==> src/include/imc_defines.vh <==
`ifndef IMC_DEFINES_VH
`define IMC_DEFINES_VH

// register byte offsets
`define IMC_OFS_CTRL_ONE 8'h00
`define IMC_OFS_SEQ_CTRL 8'h04
`define IMC_OFS_BAUD_ADDR 8'h08
`define IMC_OFS_BUFFER 8'h0C
`define IMC_OFS_STATUS 8'h10
`define IMC_OFS_AUX 8'h14

// serial_port_control_one fields
`define IMC_CTL_COLLISION 7
`define IMC_CTL_OVERFLOW 6
`define IMC_CTL_ENABLE 5
`define IMC_CTL_CLK_RELEASE 4
`define IMC_CTL_MODE_HI 3
`define IMC_CTL_MODE_LO 0

// bus_sequence_control fields
`define IMC_SEQ_GCALL 7
`define IMC_SEQ_ACK_STATUS_BIT 6
`define IMC_SEQ_ACK_DATA_BIT 5
`define IMC_SEQ_ACK_SEQUENCE_ENABLE 4
`define IMC_SEQ_MASTER_RECEIVE_ENABLE 3
`define IMC_SEQ_PEN 2
`define IMC_SEQ_REPEATED_START_ENABLE 1
`define IMC_SEQ_SEN 0

// status fields
`define IMC_STS_BUF_FULL 0
`define IMC_STS_EVENT 1

// aux fields
`define IMC_AUX_FW_SDA 0
`define IMC_AUX_FW_SCL 1
`define IMC_AUX_ADDR_HI_LO 2
`define IMC_AUX_ADDR_HI_HI 3

// reset values
`define IMC_RST_CTRL_ONE 8'h00
`define IMC_RST_SEQ_CTRL 8'h00
`define IMC_RST_BAUD_ADDR 8'h00
`define IMC_RST_AUX 8'h03

// port mode codes
`define IMC_MODE_SLV7 4'h6
`define IMC_MODE_SLV10 4'h7
`define IMC_MODE_MASTER 4'h8
`define IMC_MODE_FW_MASTER 4'hB
`define IMC_MODE_SLV7_SP 4'hE
`define IMC_MODE_SLV10_SP 4'hF

// bus engine operations
`define IMC_OP_START 3'h0
`define IMC_OP_RSTART 3'h1
`define IMC_OP_STOP 3'h2
`define IMC_OP_ACK 3'h3
`define IMC_OP_RECV 3'h4
`define IMC_OP_XMIT 3'h5

// timing: quarters per serial clock period
`define IMC_QUARTERS_PER_BIT 4

`endif

==> src/rtl/imc_bus_engine.v <==
`timescale 1ns/10ps
`include "imc_defines.vh"

module imc_bus_engine #(
    parameter DIV_W = 8
) (
    input wire clk_in,
    input wire rst_in,
    input wire ce_in,
    input wire [DIV_W-1:0] divisor_in,
    input wire scl_in,
    input wire sda_in,
    input wire go_in,
    input wire [2:0] op_in,
    input wire [7:0] tx_byte_in,
    input wire ack_bit_in,
    output reg busy_out,
    output reg done_out,
    output reg [7:0] rx_byte_out,
    output reg ack_status_out,
    output reg scl_oe_out,
    output reg sda_oe_out
);
    localparam ST_IDLE = 7'b0000001;
    localparam ST_START = 7'b0000010;
    localparam ST_RSTART = 7'b0000100;
    localparam ST_STOP = 7'b0001000;
    localparam ST_ACK = 7'b0010000;
    localparam ST_RECV = 7'b0100000;
    localparam ST_XMIT = 7'b1000000;

    reg [6:0] state_q;
    reg [DIV_W-1:0] div_q;
    reg [1:0] quarter_q;
    reg [3:0] bit_q;
    reg [8:0] shift_q;
    reg samp_q;
    reg hold_scl_q;
    reg hold_sda_q;
    reg scl_lvl;
    reg sda_lvl;
    reg [3:0] nbits;
    reg [6:0] target;
    wire tick = (div_q == divisor_in);
    // stretch is judged at the end of the high phase: the six-cycle pin round trip fits
    // inside two quarters only for divisors of 3 and up, so the period stays 4*(divisor+1)
    wire stretched = tick && (quarter_q == 2'd2) && scl_lvl && !scl_in;

    always @* begin
        case (op_in)
            `IMC_OP_START: target = ST_START;
            `IMC_OP_RSTART: target = ST_RSTART;
            `IMC_OP_STOP: target = ST_STOP;
            `IMC_OP_ACK: target = ST_ACK;
            `IMC_OP_RECV: target = ST_RECV;
            `IMC_OP_XMIT: target = ST_XMIT;
            default: target = ST_IDLE;
        endcase
    end

    // line levels per quarter; one serial period is four quarters of divisor+1 cycles
    always @* begin
        nbits = 4'd1;
        scl_lvl = hold_scl_q;
        sda_lvl = hold_sda_q;
        case (state_q)
            ST_IDLE: begin
            end
            ST_START: begin
                sda_lvl = (quarter_q == 2'd0);
                scl_lvl = (quarter_q < 2'd2);
            end
            ST_RSTART: begin
                sda_lvl = (quarter_q < 2'd2);
                scl_lvl = (quarter_q == 2'd1) || (quarter_q == 2'd2);
            end
            ST_STOP: begin
                sda_lvl = (quarter_q >= 2'd2);
                scl_lvl = (quarter_q >= 2'd1);
            end
            ST_ACK, ST_RECV, ST_XMIT: begin
                nbits = (state_q == ST_XMIT) ? 4'd9 : ((state_q == ST_RECV) ? 4'd8 : 4'd1);
                scl_lvl = (quarter_q == 2'd1) || (quarter_q == 2'd2);
                sda_lvl = (state_q == ST_RECV) ? 1'b1 : shift_q[8];
            end
            default: begin
            end
        endcase
    end

    always @(posedge clk_in) begin
        if (rst_in) begin
            state_q <= ST_IDLE;
            div_q <= {DIV_W{1'b0}};
            quarter_q <= 2'd0;
            bit_q <= 4'd0;
            shift_q <= 9'h1_FF;
            samp_q <= 1'b1;
            hold_scl_q <= 1'b1;
            hold_sda_q <= 1'b1;
            busy_out <= 1'b0;
            done_out <= 1'b0;
            rx_byte_out <= 8'h00;
            ack_status_out <= 1'b0;
            scl_oe_out <= 1'b0;
            sda_oe_out <= 1'b0;
        end else if (ce_in) begin
            done_out <= 1'b0;
            scl_oe_out <= ~scl_lvl;
            sda_oe_out <= ~sda_lvl;
            if (state_q == ST_IDLE) begin
                if (go_in) begin
                    state_q <= target;
                    busy_out <= 1'b1;
                    div_q <= {DIV_W{1'b0}};
                    quarter_q <= 2'd0;
                    bit_q <= 4'd0;
                    if (op_in == `IMC_OP_XMIT)
                        shift_q <= {tx_byte_in, 1'b1};
                    else if (op_in == `IMC_OP_ACK)
                        shift_q <= {ack_bit_in, 8'hFF};
                    else
                        shift_q <= 9'h1_FF;
                end
            end else if (stretched) begin
                // a slave holding scl low pauses the quarter count
                div_q <= {DIV_W{1'b0}};
            end else if (!tick) begin
                div_q <= div_q + {{(DIV_W-1){1'b0}}, 1'b1};
            end else begin
                div_q <= {DIV_W{1'b0}};
                quarter_q <= quarter_q + 2'd1;
                if (quarter_q == 2'd2)
                    samp_q <= sda_in;
                if (quarter_q == 2'd3) begin
                    shift_q <= {shift_q[7:0], samp_q};
                    bit_q <= bit_q + 4'd1;
                    if (bit_q + 4'd1 == nbits) begin
                        state_q <= ST_IDLE;
                        busy_out <= 1'b0;
                        done_out <= 1'b1;
                        hold_scl_q <= (state_q == ST_STOP);
                        hold_sda_q <= !((state_q == ST_START) || (state_q == ST_RSTART));
                        if (state_q == ST_XMIT)
                            ack_status_out <= samp_q;
                        if (state_q == ST_RECV)
                            rx_byte_out <= {shift_q[6:0], samp_q};
                    end
                end
            end
        end
    end
endmodule // imc_bus_engine

==> src/rtl/imc_top.v <==
// Added by the designer: register access over APB and the address map.
`timescale 1ns/10ps
`include "imc_defines.vh"

// What this block does
// - a four-bit port mode field picks the function and the reserved codes select none.
// - code 0110 makes a 7-bit address slave with no start or stop events.
// - code 0111 makes a 10-bit address slave with no start or stop events.
// - codes 1110 and 1111 are the 7-bit and 10-bit slaves that also flag start and stop.
// - code 1000 is bus master with serial clock at oscillator over four times baud plus one.
// - code 1011 is a master where firmware drives the lines directly and the slave idles.
// - the master never sets overflow; a transmit starts from a buffer write, a receive from the receive enable bit.
module imc_top (
    input wire CLK_SYS_IN,
    input wire SYS_RST_IN,
    input wire CE_IN,
    input wire APB_PSEL_IN,
    input wire APB_PENABLE_IN,
    input wire APB_PWRITE_IN,
    input wire [7:0] APB_PADDR_IN,
    input wire [31:0] APB_PWDATA_IN,
    output reg [31:0] APB_PRDATA_OUT,
    output reg APB_PREADY_OUT,
    output reg APB_PSLVERR_OUT,
    input wire SCL_IN,
    input wire SDA_IN,
    output reg SCL_OUT,
    output reg SCL_OE_OUT,
    output reg SDA_OUT,
    output reg SDA_OE_OUT,
    output reg PORT_EVENT_OUT
);
    localparam SP_IDLE = 5'b00001;
    localparam SP_ADDR1 = 5'b00010;
    localparam SP_ADDR2 = 5'b00100;
    localparam SP_DATA = 5'b01000;
    localparam SP_SKIP = 5'b10000;

    reg [7:0] ctl_q;
    reg [7:0] seq_q;
    reg [7:0] baud_q;
    reg [7:0] buf_q;
    reg [7:0] aux_q;
    reg bf_q;
    reg event_q;
    reg tx_pend_q;
    reg inflight_q;
    reg go_q;
    reg [2:0] op_q;
    reg [2:0] scl_s_q;
    reg [2:0] sda_s_q;
    reg scl_f_q;
    reg sda_f_q;
    reg scl_p_q;
    reg sda_p_q;
    reg [4:0] sp_q;
    reg [3:0] sbit_q;
    reg [7:0] sshift_q;
    reg sack_q;
    reg [31:0] rdata;
    reg hit;

    wire eng_busy;
    wire eng_done;
    wire [7:0] eng_rx;
    wire eng_ack;
    wire eng_scl_oe;
    wire eng_sda_oe;

    wire [3:0] mode = ctl_q[`IMC_CTL_MODE_HI:`IMC_CTL_MODE_LO];
    wire en = ctl_q[`IMC_CTL_ENABLE];
    // reserved codes fall through all three decodes and leave the lines released
    wire is_master = en && (mode == `IMC_MODE_MASTER);
    wire is_fw = en && (mode == `IMC_MODE_FW_MASTER);
    wire is_ten = (mode == `IMC_MODE_SLV10) || (mode == `IMC_MODE_SLV10_SP);
    wire is_slave = en && ((mode == `IMC_MODE_SLV7) || (mode == `IMC_MODE_SLV7_SP) || is_ten);
    wire sp_events = (mode == `IMC_MODE_SLV7_SP) || (mode == `IMC_MODE_SLV10_SP);

    wire acc = APB_PSEL_IN && APB_PENABLE_IN && APB_PREADY_OUT;
    wire wr = acc && APB_PWRITE_IN;
    wire rd = acc && !APB_PWRITE_IN;
    wire [7:0] wd = APB_PWDATA_IN[7:0];

    wire scl_rise = scl_f_q && !scl_p_q;
    wire scl_fall = !scl_f_q && scl_p_q;
    wire bus_start = !sda_f_q && sda_p_q && scl_f_q && scl_p_q;
    wire bus_stop = sda_f_q && !sda_p_q && scl_f_q && scl_p_q;
    wire seq_busy = inflight_q || go_q || tx_pend_q || (seq_q[4:0] != 5'h00);
    wire [1:0] addr_hi = aux_q[`IMC_AUX_ADDR_HI_HI:`IMC_AUX_ADDR_HI_LO];

    imc_bus_engine #(
        .DIV_W(8)
    ) u_engine (
        .clk_in(CLK_SYS_IN),
        .rst_in(SYS_RST_IN || !is_master),
        .ce_in(CE_IN),
        .divisor_in(baud_q),
        .scl_in(scl_f_q),
        .sda_in(sda_f_q),
        .go_in(go_q),
        .op_in(op_q),
        .tx_byte_in(buf_q),
        .ack_bit_in(seq_q[`IMC_SEQ_ACK_DATA_BIT]),
        .busy_out(eng_busy),
        .done_out(eng_done),
        .rx_byte_out(eng_rx),
        .ack_status_out(eng_ack),
        .scl_oe_out(eng_scl_oe),
        .sda_oe_out(eng_sda_oe)
    );

    always @* begin
        hit = 1'b1;
        rdata = 32'h0000_0000;
        case (APB_PADDR_IN)
            `IMC_OFS_CTRL_ONE: rdata[7:0] = ctl_q;
            `IMC_OFS_SEQ_CTRL: rdata[7:0] = seq_q;
            `IMC_OFS_BAUD_ADDR: rdata[7:0] = baud_q;
            `IMC_OFS_BUFFER: rdata[7:0] = buf_q;
            `IMC_OFS_STATUS: rdata[1:0] = {event_q, bf_q};
            `IMC_OFS_AUX: rdata[7:0] = {2'b00, scl_f_q, sda_f_q, aux_q[3:0]};
            default: hit = 1'b0;
        endcase
    end

    always @(posedge CLK_SYS_IN) begin
        if (SYS_RST_IN) begin
            APB_PRDATA_OUT <= 32'h0000_0000;
            APB_PREADY_OUT <= 1'b0;
            APB_PSLVERR_OUT <= 1'b0;
            SCL_OUT <= 1'b0;
            SDA_OUT <= 1'b0;
            SCL_OE_OUT <= 1'b0;
            SDA_OE_OUT <= 1'b0;
            PORT_EVENT_OUT <= 1'b0;
            ctl_q <= `IMC_RST_CTRL_ONE;
            seq_q <= `IMC_RST_SEQ_CTRL;
            baud_q <= `IMC_RST_BAUD_ADDR;
            aux_q <= `IMC_RST_AUX;
            buf_q <= 8'h00;
            bf_q <= 1'b0;
            event_q <= 1'b0;
            tx_pend_q <= 1'b0;
            inflight_q <= 1'b0;
            go_q <= 1'b0;
            op_q <= `IMC_OP_START;
            scl_s_q <= 3'b111;
            sda_s_q <= 3'b111;
            scl_f_q <= 1'b1;
            sda_f_q <= 1'b1;
            scl_p_q <= 1'b1;
            sda_p_q <= 1'b1;
            sp_q <= SP_IDLE;
            sbit_q <= 4'd0;
            sshift_q <= 8'h00;
            sack_q <= 1'b0;
        end else if (CE_IN) begin
            // pins: three stages, level taken once the last two agree
            scl_s_q <= {scl_s_q[1:0], SCL_IN};
            sda_s_q <= {sda_s_q[1:0], SDA_IN};
            if (scl_s_q[1] == scl_s_q[2])
                scl_f_q <= scl_s_q[2];
            if (sda_s_q[1] == sda_s_q[2])
                sda_f_q <= sda_s_q[2];
            scl_p_q <= scl_f_q;
            sda_p_q <= sda_f_q;

            // apb: one wait state, answer registered
            APB_PREADY_OUT <= APB_PSEL_IN && APB_PENABLE_IN && !APB_PREADY_OUT;
            APB_PSLVERR_OUT <= APB_PSEL_IN && APB_PENABLE_IN && !APB_PREADY_OUT && !hit;
            APB_PRDATA_OUT <= rdata;

            // software writes; hardware updates further down win on the same bit
            if (wr) begin
                case (APB_PADDR_IN)
                    `IMC_OFS_CTRL_ONE: begin
                        ctl_q[5:0] <= wd[5:0];
                        ctl_q[7] <= ctl_q[7] & wd[7];
                        ctl_q[6] <= ctl_q[6] & wd[6];
                    end
                    `IMC_OFS_SEQ_CTRL: begin
                        seq_q[`IMC_SEQ_GCALL] <= wd[`IMC_SEQ_GCALL];
                        seq_q[`IMC_SEQ_ACK_DATA_BIT] <= wd[`IMC_SEQ_ACK_DATA_BIT];
                        // sequence bits are ignored unless the master is idle
                        if (is_master && !seq_busy)
                            seq_q[4:0] <= wd[4:0];
                    end
                    `IMC_OFS_BAUD_ADDR: baud_q <= wd;
                    `IMC_OFS_BUFFER: begin
                        if (is_master && seq_busy) begin
                            ctl_q[`IMC_CTL_COLLISION] <= 1'b1;
                        end else begin
                            buf_q <= wd;
                            tx_pend_q <= is_master;
                            bf_q <= is_master;
                        end
                    end
                    `IMC_OFS_STATUS: if (wd[`IMC_STS_EVENT]) event_q <= 1'b0;
                    `IMC_OFS_AUX: aux_q[3:0] <= wd[3:0];
                    default: begin
                    end
                endcase
            end
            if (rd && (APB_PADDR_IN == `IMC_OFS_BUFFER) && !is_master)
                bf_q <= 1'b0;

            // master: launch one operation at a time, sequence bits first
            go_q <= 1'b0;
            if (!is_master) begin
                seq_q[4:0] <= 5'h00;
                tx_pend_q <= 1'b0;
                inflight_q <= 1'b0;
            end else if (!inflight_q && !go_q && !eng_busy) begin
                go_q <= seq_q[4:0] != 5'h00 || tx_pend_q;
                inflight_q <= seq_q[4:0] != 5'h00 || tx_pend_q;
                if (seq_q[`IMC_SEQ_SEN])
                    op_q <= `IMC_OP_START;
                else if (seq_q[`IMC_SEQ_REPEATED_START_ENABLE])
                    op_q <= `IMC_OP_RSTART;
                else if (seq_q[`IMC_SEQ_PEN])
                    op_q <= `IMC_OP_STOP;
                else if (seq_q[`IMC_SEQ_ACK_SEQUENCE_ENABLE])
                    op_q <= `IMC_OP_ACK;
                else if (seq_q[`IMC_SEQ_MASTER_RECEIVE_ENABLE])
                    op_q <= `IMC_OP_RECV;
                else
                    op_q <= `IMC_OP_XMIT;
            end
            if (is_master && eng_done) begin
                inflight_q <= 1'b0;
                event_q <= 1'b1;
                case (op_q)
                    `IMC_OP_START: seq_q[`IMC_SEQ_SEN] <= 1'b0;
                    `IMC_OP_RSTART: seq_q[`IMC_SEQ_REPEATED_START_ENABLE] <= 1'b0;
                    `IMC_OP_STOP: seq_q[`IMC_SEQ_PEN] <= 1'b0;
                    `IMC_OP_ACK: seq_q[`IMC_SEQ_ACK_SEQUENCE_ENABLE] <= 1'b0;
                    `IMC_OP_RECV: begin
                        seq_q[`IMC_SEQ_MASTER_RECEIVE_ENABLE] <= 1'b0;
                        buf_q <= eng_rx;
                        bf_q <= 1'b1;
                    end
                    default: begin
                        tx_pend_q <= 1'b0;
                        bf_q <= 1'b0;
                        seq_q[`IMC_SEQ_ACK_STATUS_BIT] <= eng_ack;
                    end
                endcase
            end

            // slave: receive-only address matcher
            if (!is_slave || bus_stop) begin
                sp_q <= SP_IDLE;
                sack_q <= 1'b0;
            end else if (bus_start) begin
                sp_q <= SP_ADDR1;
                sbit_q <= 4'd0;
                sack_q <= 1'b0;
            end else if (scl_rise && sbit_q < 4'd8) begin
                sshift_q <= {sshift_q[6:0], sda_f_q};
                sbit_q <= sbit_q + 4'd1;
            end else if (scl_fall && sbit_q == 4'd9) begin
                sack_q <= 1'b0;
                sbit_q <= 4'd0;
            end else if (scl_fall && sbit_q == 4'd8) begin
                sbit_q <= 4'd9;
                sack_q <= 1'b0;
                sp_q <= SP_SKIP;
                case (sp_q)
                    SP_ADDR1: begin
                        if (sshift_q == 8'h00 && seq_q[`IMC_SEQ_GCALL]) begin
                            sack_q <= 1'b1;
                            sp_q <= SP_DATA;
                            event_q <= 1'b1;
                        end else if (is_ten && sshift_q == {5'b11110, addr_hi, 1'b0}) begin
                            sack_q <= 1'b1;
                            sp_q <= SP_ADDR2;
                        end else if (!is_ten && sshift_q[7:1] == baud_q[7:1]) begin
                            sack_q <= 1'b1;
                            sp_q <= SP_DATA;
                        end
                    end
                    SP_ADDR2: begin
                        if (sshift_q == baud_q) begin
                            sack_q <= 1'b1;
                            sp_q <= SP_DATA;
                        end
                    end
                    SP_DATA: begin
                        sack_q <= 1'b1;
                        sp_q <= SP_DATA;
                        event_q <= 1'b1;
                        if (bf_q) begin
                            ctl_q[`IMC_CTL_OVERFLOW] <= 1'b1;
                        end else begin
                            buf_q <= sshift_q;
                            bf_q <= 1'b1;
                        end
                    end
                    default: begin
                    end
                endcase
            end
            if (is_slave && sp_events && (bus_start || bus_stop))
                event_q <= 1'b1;

            // pins are open drain: value held low, only the enables move
            if (is_master) begin
                SCL_OE_OUT <= eng_scl_oe;
                SDA_OE_OUT <= eng_sda_oe;
            end else if (is_fw) begin
                SCL_OE_OUT <= !aux_q[`IMC_AUX_FW_SCL];
                SDA_OE_OUT <= !aux_q[`IMC_AUX_FW_SDA];
            end else if (is_slave) begin
                SCL_OE_OUT <= !ctl_q[`IMC_CTL_CLK_RELEASE];
                SDA_OE_OUT <= sack_q;
            end else begin
                SCL_OE_OUT <= 1'b0;
                SDA_OE_OUT <= 1'b0;
            end
            PORT_EVENT_OUT <= event_q;
        end
    end
endmodule // imc_top

==> config.mk <==
export PLATFORM = sky130hd
export DESIGN_NAME = imc_top
export DESIGN_NICKNAME = d
export VERILOG_FILES = /design/src/rtl/imc_bus_engine.v /design/src/rtl/imc_top.v
export VERILOG_INCLUDE_DIRS = /design/src /design/src/include
export SDC_FILE = /design/constraint.sdc
export NUM_CORES = 1
export LEC_CHECK = 0
export ABC_AREA = 1
export BUFFER_PORTS_ARGS = -buffer_cell sky130_fd_sc_hd__buf_4
export CORE_ASPECT_RATIO = 0.8
export CORE_MARGIN = 4
export CORE_UTILIZATION = 35
export CTS_BUF_LIST = sky130_fd_sc_hd__clkbuf_8
export CTS_CLUSTER_SIZE = 14
export DETAILED_ROUTE_END_ITERATION = 12
export SYNTH_ARGS = -nofsm -noshare
export SYNTH_HDL_FRONTEND = slang
export SYNTH_HIERARCHICAL = 1
export SYNTH_SLANG_ARGS = --single-unit
==> constraint.sdc <==
create_clock -name CLK_SYS_IN -period 1.8 [get_ports CLK_SYS_IN]
set_clock_uncertainty 0.1 [all_clocks]
set_input_delay 0.09 -clock CLK_SYS_IN [delete_from_list [all_inputs] [get_ports CLK_SYS_IN]]
set_output_delay 0.09 -clock CLK_SYS_IN [all_outputs]
set_load 0.02 [all_outputs]
==> out/metrics.json <==
{
  "post_synthesis_compound_gate_area_fraction": {"value": 15.5, "unit": "%"},
  "cp-start-kind": {"value": "register"},
  "num-nets-final": {"value": 1344},
  "yosys_warnings": {"value": 6},
  "drt_pre_antenna_iters": {"value": 6},
  "cts_htree_levels": {"value": 4},
  "status": {"value": "finished with violations"},
  "power_density": {"value": 596, "unit": "nW/um^2"},
  "placeableCoreArea": {"value": 20700, "unit": "sq um"},
  "synth_unique_cells": {"value": 51},
  "placed_area": {"value": 8540, "unit": "sq um"},
  "die_y_extent": {"value": 138, "unit": "um"},
  "rows": {"value": 47},
  "violations": {"value": "setup timing"},
  "drv.max_cap_violation_count": {"value": 0},
  "worst_path_arrival": {"value": 2.32, "unit": "ns"},
  "area_growth_from_synthesis_to_layout": {"value": 37.8, "unit": "%"},
  "regToRegSetupSlack": {"value": -0.23, "unit": "ns"},
  "synth_ff_type": {"value": "sky130_fd_sc_hd__dfxtp_1"},
  "cts-root-buf": {"value": "sky130_fd_sc_hd__clkbuf_8"},
  "seq_area_frac_synth": {"value": 35.5, "unit": "%"},
  "drcViolationCount": {"value": 0},
  "cts_tree": {"value": "done"},
  "clkSlewWorstSetupHoldPaths": {"value": 0.09, "unit": "ns"},
  "ys_ff_latch": {"value": 131},
  "layout_worst_path_cycle_share": {"value": 113, "unit": "%"},
  "final.min_clock_period": {"value": 2.03, "unit": "ns"},
  "min-delay-path-class": {"value": "primary input to register"},
  "synthAdderAreaFrac": {"value": 1.53, "unit": "%"},
  "dp_cells": {"value": 1483},
  "placement.io_buffers": {"value": 36},
  "worstMarginPinSlew": {"value": 0.607, "unit": "ns"},
  "cell_area_after_synthesis": {"value": 7380, "unit": "sq um"},
  "grt_pass1_vias": {"value": 7324},
  "worst_slew_margin_rel": {"value": 59.1, "unit": "%"},
  "total_leakage_power": {"value": 4.34, "unit": "nW"},
  "synth-simple-area-share": {"value": 34.1, "unit": "%"},
  "number_of_antenna_violations_at_the_first_check_in_global_routing": {"value": 0},
  "fmax": {"value": 494, "unit": "MHz"},
  "first_iteration_detailed_routing_drc_count": {"value": 748},
  "ant_nets": {"value": 0},
  "track_usage": {"value": 20.5, "unit": "%"},
  "synth.area.mux_share": {"value": 0, "unit": "%"},
  "detail_route.vias_per_cell": {"value": 5.02},
  "ir_drop": {"value": 424, "unit": "uV"},
  "report.final.hold_viol_count": {"value": 0},
  "slew_violations": {"value": 0},
  "filler_instances": {"value": 2014},
  "layout.cells.non_filler": {"value": 1569},
  "die_x": {"value": 170, "unit": "um"},
  "post_synth_inst_count": {"value": 1110},
  "grt_overflow_total": {"value": 0},
  "routed_wl": {"value": 24100, "unit": "um"},
  "tritoncts_num_sinks": {"value": 131},
  "combinational_family_with_the_most_area_after_synthesis": {"value": "simple AND/OR/NAND/NOR gates"},
  "cts_inserted_buffers": {"value": 17},
  "die_area": {"value": 23500, "unit": "sq um"},
  "crit_fanout": {"value": 8},
  "post-route-worst-setup-slack": {"value": -0.226, "unit": "ns"},
  "largest_net_degree_at_the_start_of_global_routing": {"value": 52},
  "drive_gt1_share": {"value": 31.1, "unit": "%"},
  "clk-insertion-delay-late": {"value": 0.47, "unit": "ns"},
  "critical_path_required": {"value": 2.10, "unit": "ns"},
  "synth_area_in_xor_xnor": {"value": 1.66, "unit": "%"},
  "total_neg_setup_slack": {"value": -5.00, "unit": "ns"},
  "syn_area_per_cell": {"value": 6.65, "unit": "sq um"},
  "floorplan.initialDensity": {"value": 35.7, "unit": "%"},
  "post-route-cell-area": {"value": 10200, "unit": "sq um"},
  "grt_pass1_wl": {"value": 38200, "unit": "um"},
  "max_root_sink_buffers": {"value": 2},
  "dr_total_vias": {"value": 7882},
  "synth_edf_count": {"value": 0},
  "setup.worst_path.class": {"value": "register to register"},
  "routedWlPerCell": {"value": 15.3, "unit": "um"},
  "setup_repair_after_global_routing_missed_its_margin": {"value": "yes"},
  "asyncSetResetFlopFracSynth": {"value": 0, "unit": "%"},
  "num_io_pins": {"value": 87},
  "antennaDiodeCount": {"value": 0},
  "gp_congestion": {"value": 0.965},
  "dp_hpwl": {"value": 17000, "unit": "um"},
  "cp-end-kind": {"value": "register"},
  "setup_violations": {"value": 36}
}
==> cell usage after synthesis (6+ instances only) <==
| cell type | n | area share [%] |
|---|---|---|
| sky130_fd_sc_hd__nand2_1 | 246 | 13 |
| sky130_fd_sc_hd__buf_2 | 8 | 0.54 |
| sky130_fd_sc_hd__nor2_4 | 8 | 1.2 |
| sky130_fd_sc_hd__nand3_1 | 91 | 6.2 |
| sky130_fd_sc_hd__o21ai_0 | 71 | 4.8 |
| sky130_fd_sc_hd__clkbuf_1 | 19 | 0.97 |
| sky130_fd_sc_hd__buf_4 | 28 | 2.8 |
| sky130_fd_sc_hd__inv_1 | 119 | 6.1 |
| sky130_fd_sc_hd__nor3_1 | 15 | 1.0 |
| sky130_fd_sc_hd__nand4_1 | 24 | 2.0 |
| sky130_fd_sc_hd__xor2_1 | 10 | 1.2 |
| sky130_fd_sc_hd__nor2_2 | 9 | 0.76 |
| sky130_fd_sc_hd__nor2_1 | 123 | 6.3 |
| sky130_fd_sc_hd__inv_2 | 14 | 0.71 |
| sky130_fd_sc_hd__nand2_2 | 11 | 0.93 |
| sky130_fd_sc_hd__a21oi_1 | 93 | 6.3 |
| sky130_fd_sc_hd__a31oi_1 | 7 | 0.59 |
| sky130_fd_sc_hd__nand2_4 | 6 | 0.92 |
| sky130_fd_sc_hd__o21ai_1 | 11 | 0.75 |
| sky130_fd_sc_hd__dfxtp_1 | 131 | 36 |
| sky130_fd_sc_hd__ha_1 | 9 | 1.5 |
| sky130_fd_sc_hd__a211oi_1 | 7 | 0.71 |
| sky130_fd_sc_hd__o211ai_1 | 6 | 0.61 |
==> layout by cell type, fill, tap and decap left out, types with 7 or more instances in the layout <==
cell type	synthesis	final
sky130_fd_sc_hd__a31oi_1	7	7
sky130_fd_sc_hd__nand3_1	91	66
sky130_fd_sc_hd__conb_1	1	26
sky130_fd_sc_hd__xor2_1	10	9
sky130_fd_sc_hd__a21oi_2	1	11
sky130_fd_sc_hd__o21ai_0	71	70
sky130_fd_sc_hd__inv_2	14	16
sky130_fd_sc_hd__dlygate4sd3_1	0	14
sky130_fd_sc_hd__nand2_4	6	23
sky130_fd_sc_hd__nor2_2	9	17
sky130_fd_sc_hd__ha_1	9	8
sky130_fd_sc_hd__dfxtp_1	131	105
sky130_fd_sc_hd__nand4_1	24	24
sky130_fd_sc_hd__dfxtp_2	0	25
sky130_fd_sc_hd__buf_4	28	153
sky130_fd_sc_hd__a21oi_1	93	83
sky130_fd_sc_hd__nor3_1	15	11
sky130_fd_sc_hd__inv_1	119	112
sky130_fd_sc_hd__nand2_2	11	21
sky130_fd_sc_hd__clkbuf_8	0	18
sky130_fd_sc_hd__nand2_1	246	216
sky130_fd_sc_hd__nor2_4	8	20
sky130_fd_sc_hd__buf_6	2	12
sky130_fd_sc_hd__nor2_1	123	103
sky130_fd_sc_hd__clkinvlp_4	0	7
sky130_fd_sc_hd__buf_12	0	8
sky130_fd_sc_hd__nand3_2	2	23
==> layout make-up <==
class                      count  area, sq um  share of cell area, %
timing repair buffer         189         1610                   15.9
tap                          269          337                   3.31
sequential                   131         2660                   26.1
multi-input combinational    812         4620                   45.5
clock inverter                14          156                   1.54
clock buffer                  18          248                   2.44
inverter                     136          536                   5.27
==> power breakdown <==
group / switching [W] / internal, W / total (W)
combinational: 0.000308 / 0.000171 / 0.000479
clock: 0.00134 / 0.00127 / 0.00261
sequential: 0.0000335 / 0.00293 / 0.00297
total: 0.00168 / 0.00438 / 0.00606
==> worst max-delay path: stages (launching register included) <==
cell and delay [ns]:
sky130_fd_sc_hd__dfxtp_2 0.34, sky130_fd_sc_hd__nor2_2 0.13, sky130_fd_sc_hd__buf_4 0.13, sky130_fd_sc_hd__nand2_4 0.05
sky130_fd_sc_hd__o21ai_2 0.14, sky130_fd_sc_hd__nand2_2 0.09, sky130_fd_sc_hd__nor3_4 0.13, sky130_fd_sc_hd__nand2_2 0.10
sky130_fd_sc_hd__nor2_4 0.24, sky130_fd_sc_hd__nand4_4 0.23, sky130_fd_sc_hd__nand2_1 0.14, sky130_fd_sc_hd__nand2_1 0.05
sky130_fd_sc_hd__nor2_1 0.09
==> sequential cells by signal (all words and copies together), names as in the netlist, 8 cells and up <==
name and cells:
baud_q 8, APB_PRDATA_OUT 8, sshift_q 8, u_engine/div_q 8
ctl_q 8, buf_q 8, u_engine/shift_q 9, u_engine/rx_byte_out 8
seq_q 8
==> path summary, 6_finish.rpt <==
check,to,cells after the start,start
max,u_engine/rx_byte_out[7]$_SDFFE_PP0P_,12,u_engine/state_q[4]$_SDFFE_PP0P_
min,ctl_q[7]$_SDFFE_PP0P_,6,APB_PADDR_IN[3]
max reg2reg,u_engine/rx_byte_out[7]$_SDFFE_PP0P_,12,u_engine/state_q[4]$_SDFFE_PP0P_
min reg2reg,sda_s_q[0]$_SDFFE_PP1P_,2,sda_s_q[0]$_SDFFE_PP1P_
==> logic make-up (layout without fill, tap and decap cells) <==
logic type | Yosys count | in the layout
AOI/OAI and AO/OA | 210 | 210
xor gates and xnor gates | 14 | 14
adders and majority gates | 9 | 9
buffers and inverters | 194 | 357
DFF | 131 | 131
other | 1 | 26
and+or+nand+nor | 551 | 553
==> metrics by stage <==
step / utilization (%) / setup WS [ns] / power [W] / hold WS [ns]
6_report: 49.1 / -0.226 / 0.00606 / 0.0566
5_1_grt: 49.1 / -0.364 / 0.00626 / 0.0807
4_1_cts: 46.6 / -0.177 / 0.00605 / 0.0393
3_5_place_dp: 41.3 / -0.198 / 0.00345 / 0.214
3_3_place_gp: 41.3 / -0.142 / 0.00345 / 0.205
2_1_floorplan: - / 0.0297 / 0.00331 / 0.0839
==> routing by layer <==
| metal | GRT usage [%] | share of wire, % | vias to the layer above |
|---|---|---|---|
| li1 | - | - | 3944 |
| met1 | 29.2 | 47 | 3646 |
| met2 | 30.8 | 43 | 255 |
| met4 | 6.39 | 2.0 | 0 |
| met5 | 0 | 0 | - |
| met3 | 5.02 | 7.8 | 37 |
==> what timing repair did <==
item                                   CTS  global route
gates cloned                             4             0
setup buffers                           24            17
gates resized for setup                 85           125
hold buffers                            14             0
pin swaps                               26            56
setup endpoints to repair               44            76
endpoints found under the hold margin   42             0
(Power assumes the default switching activity.)
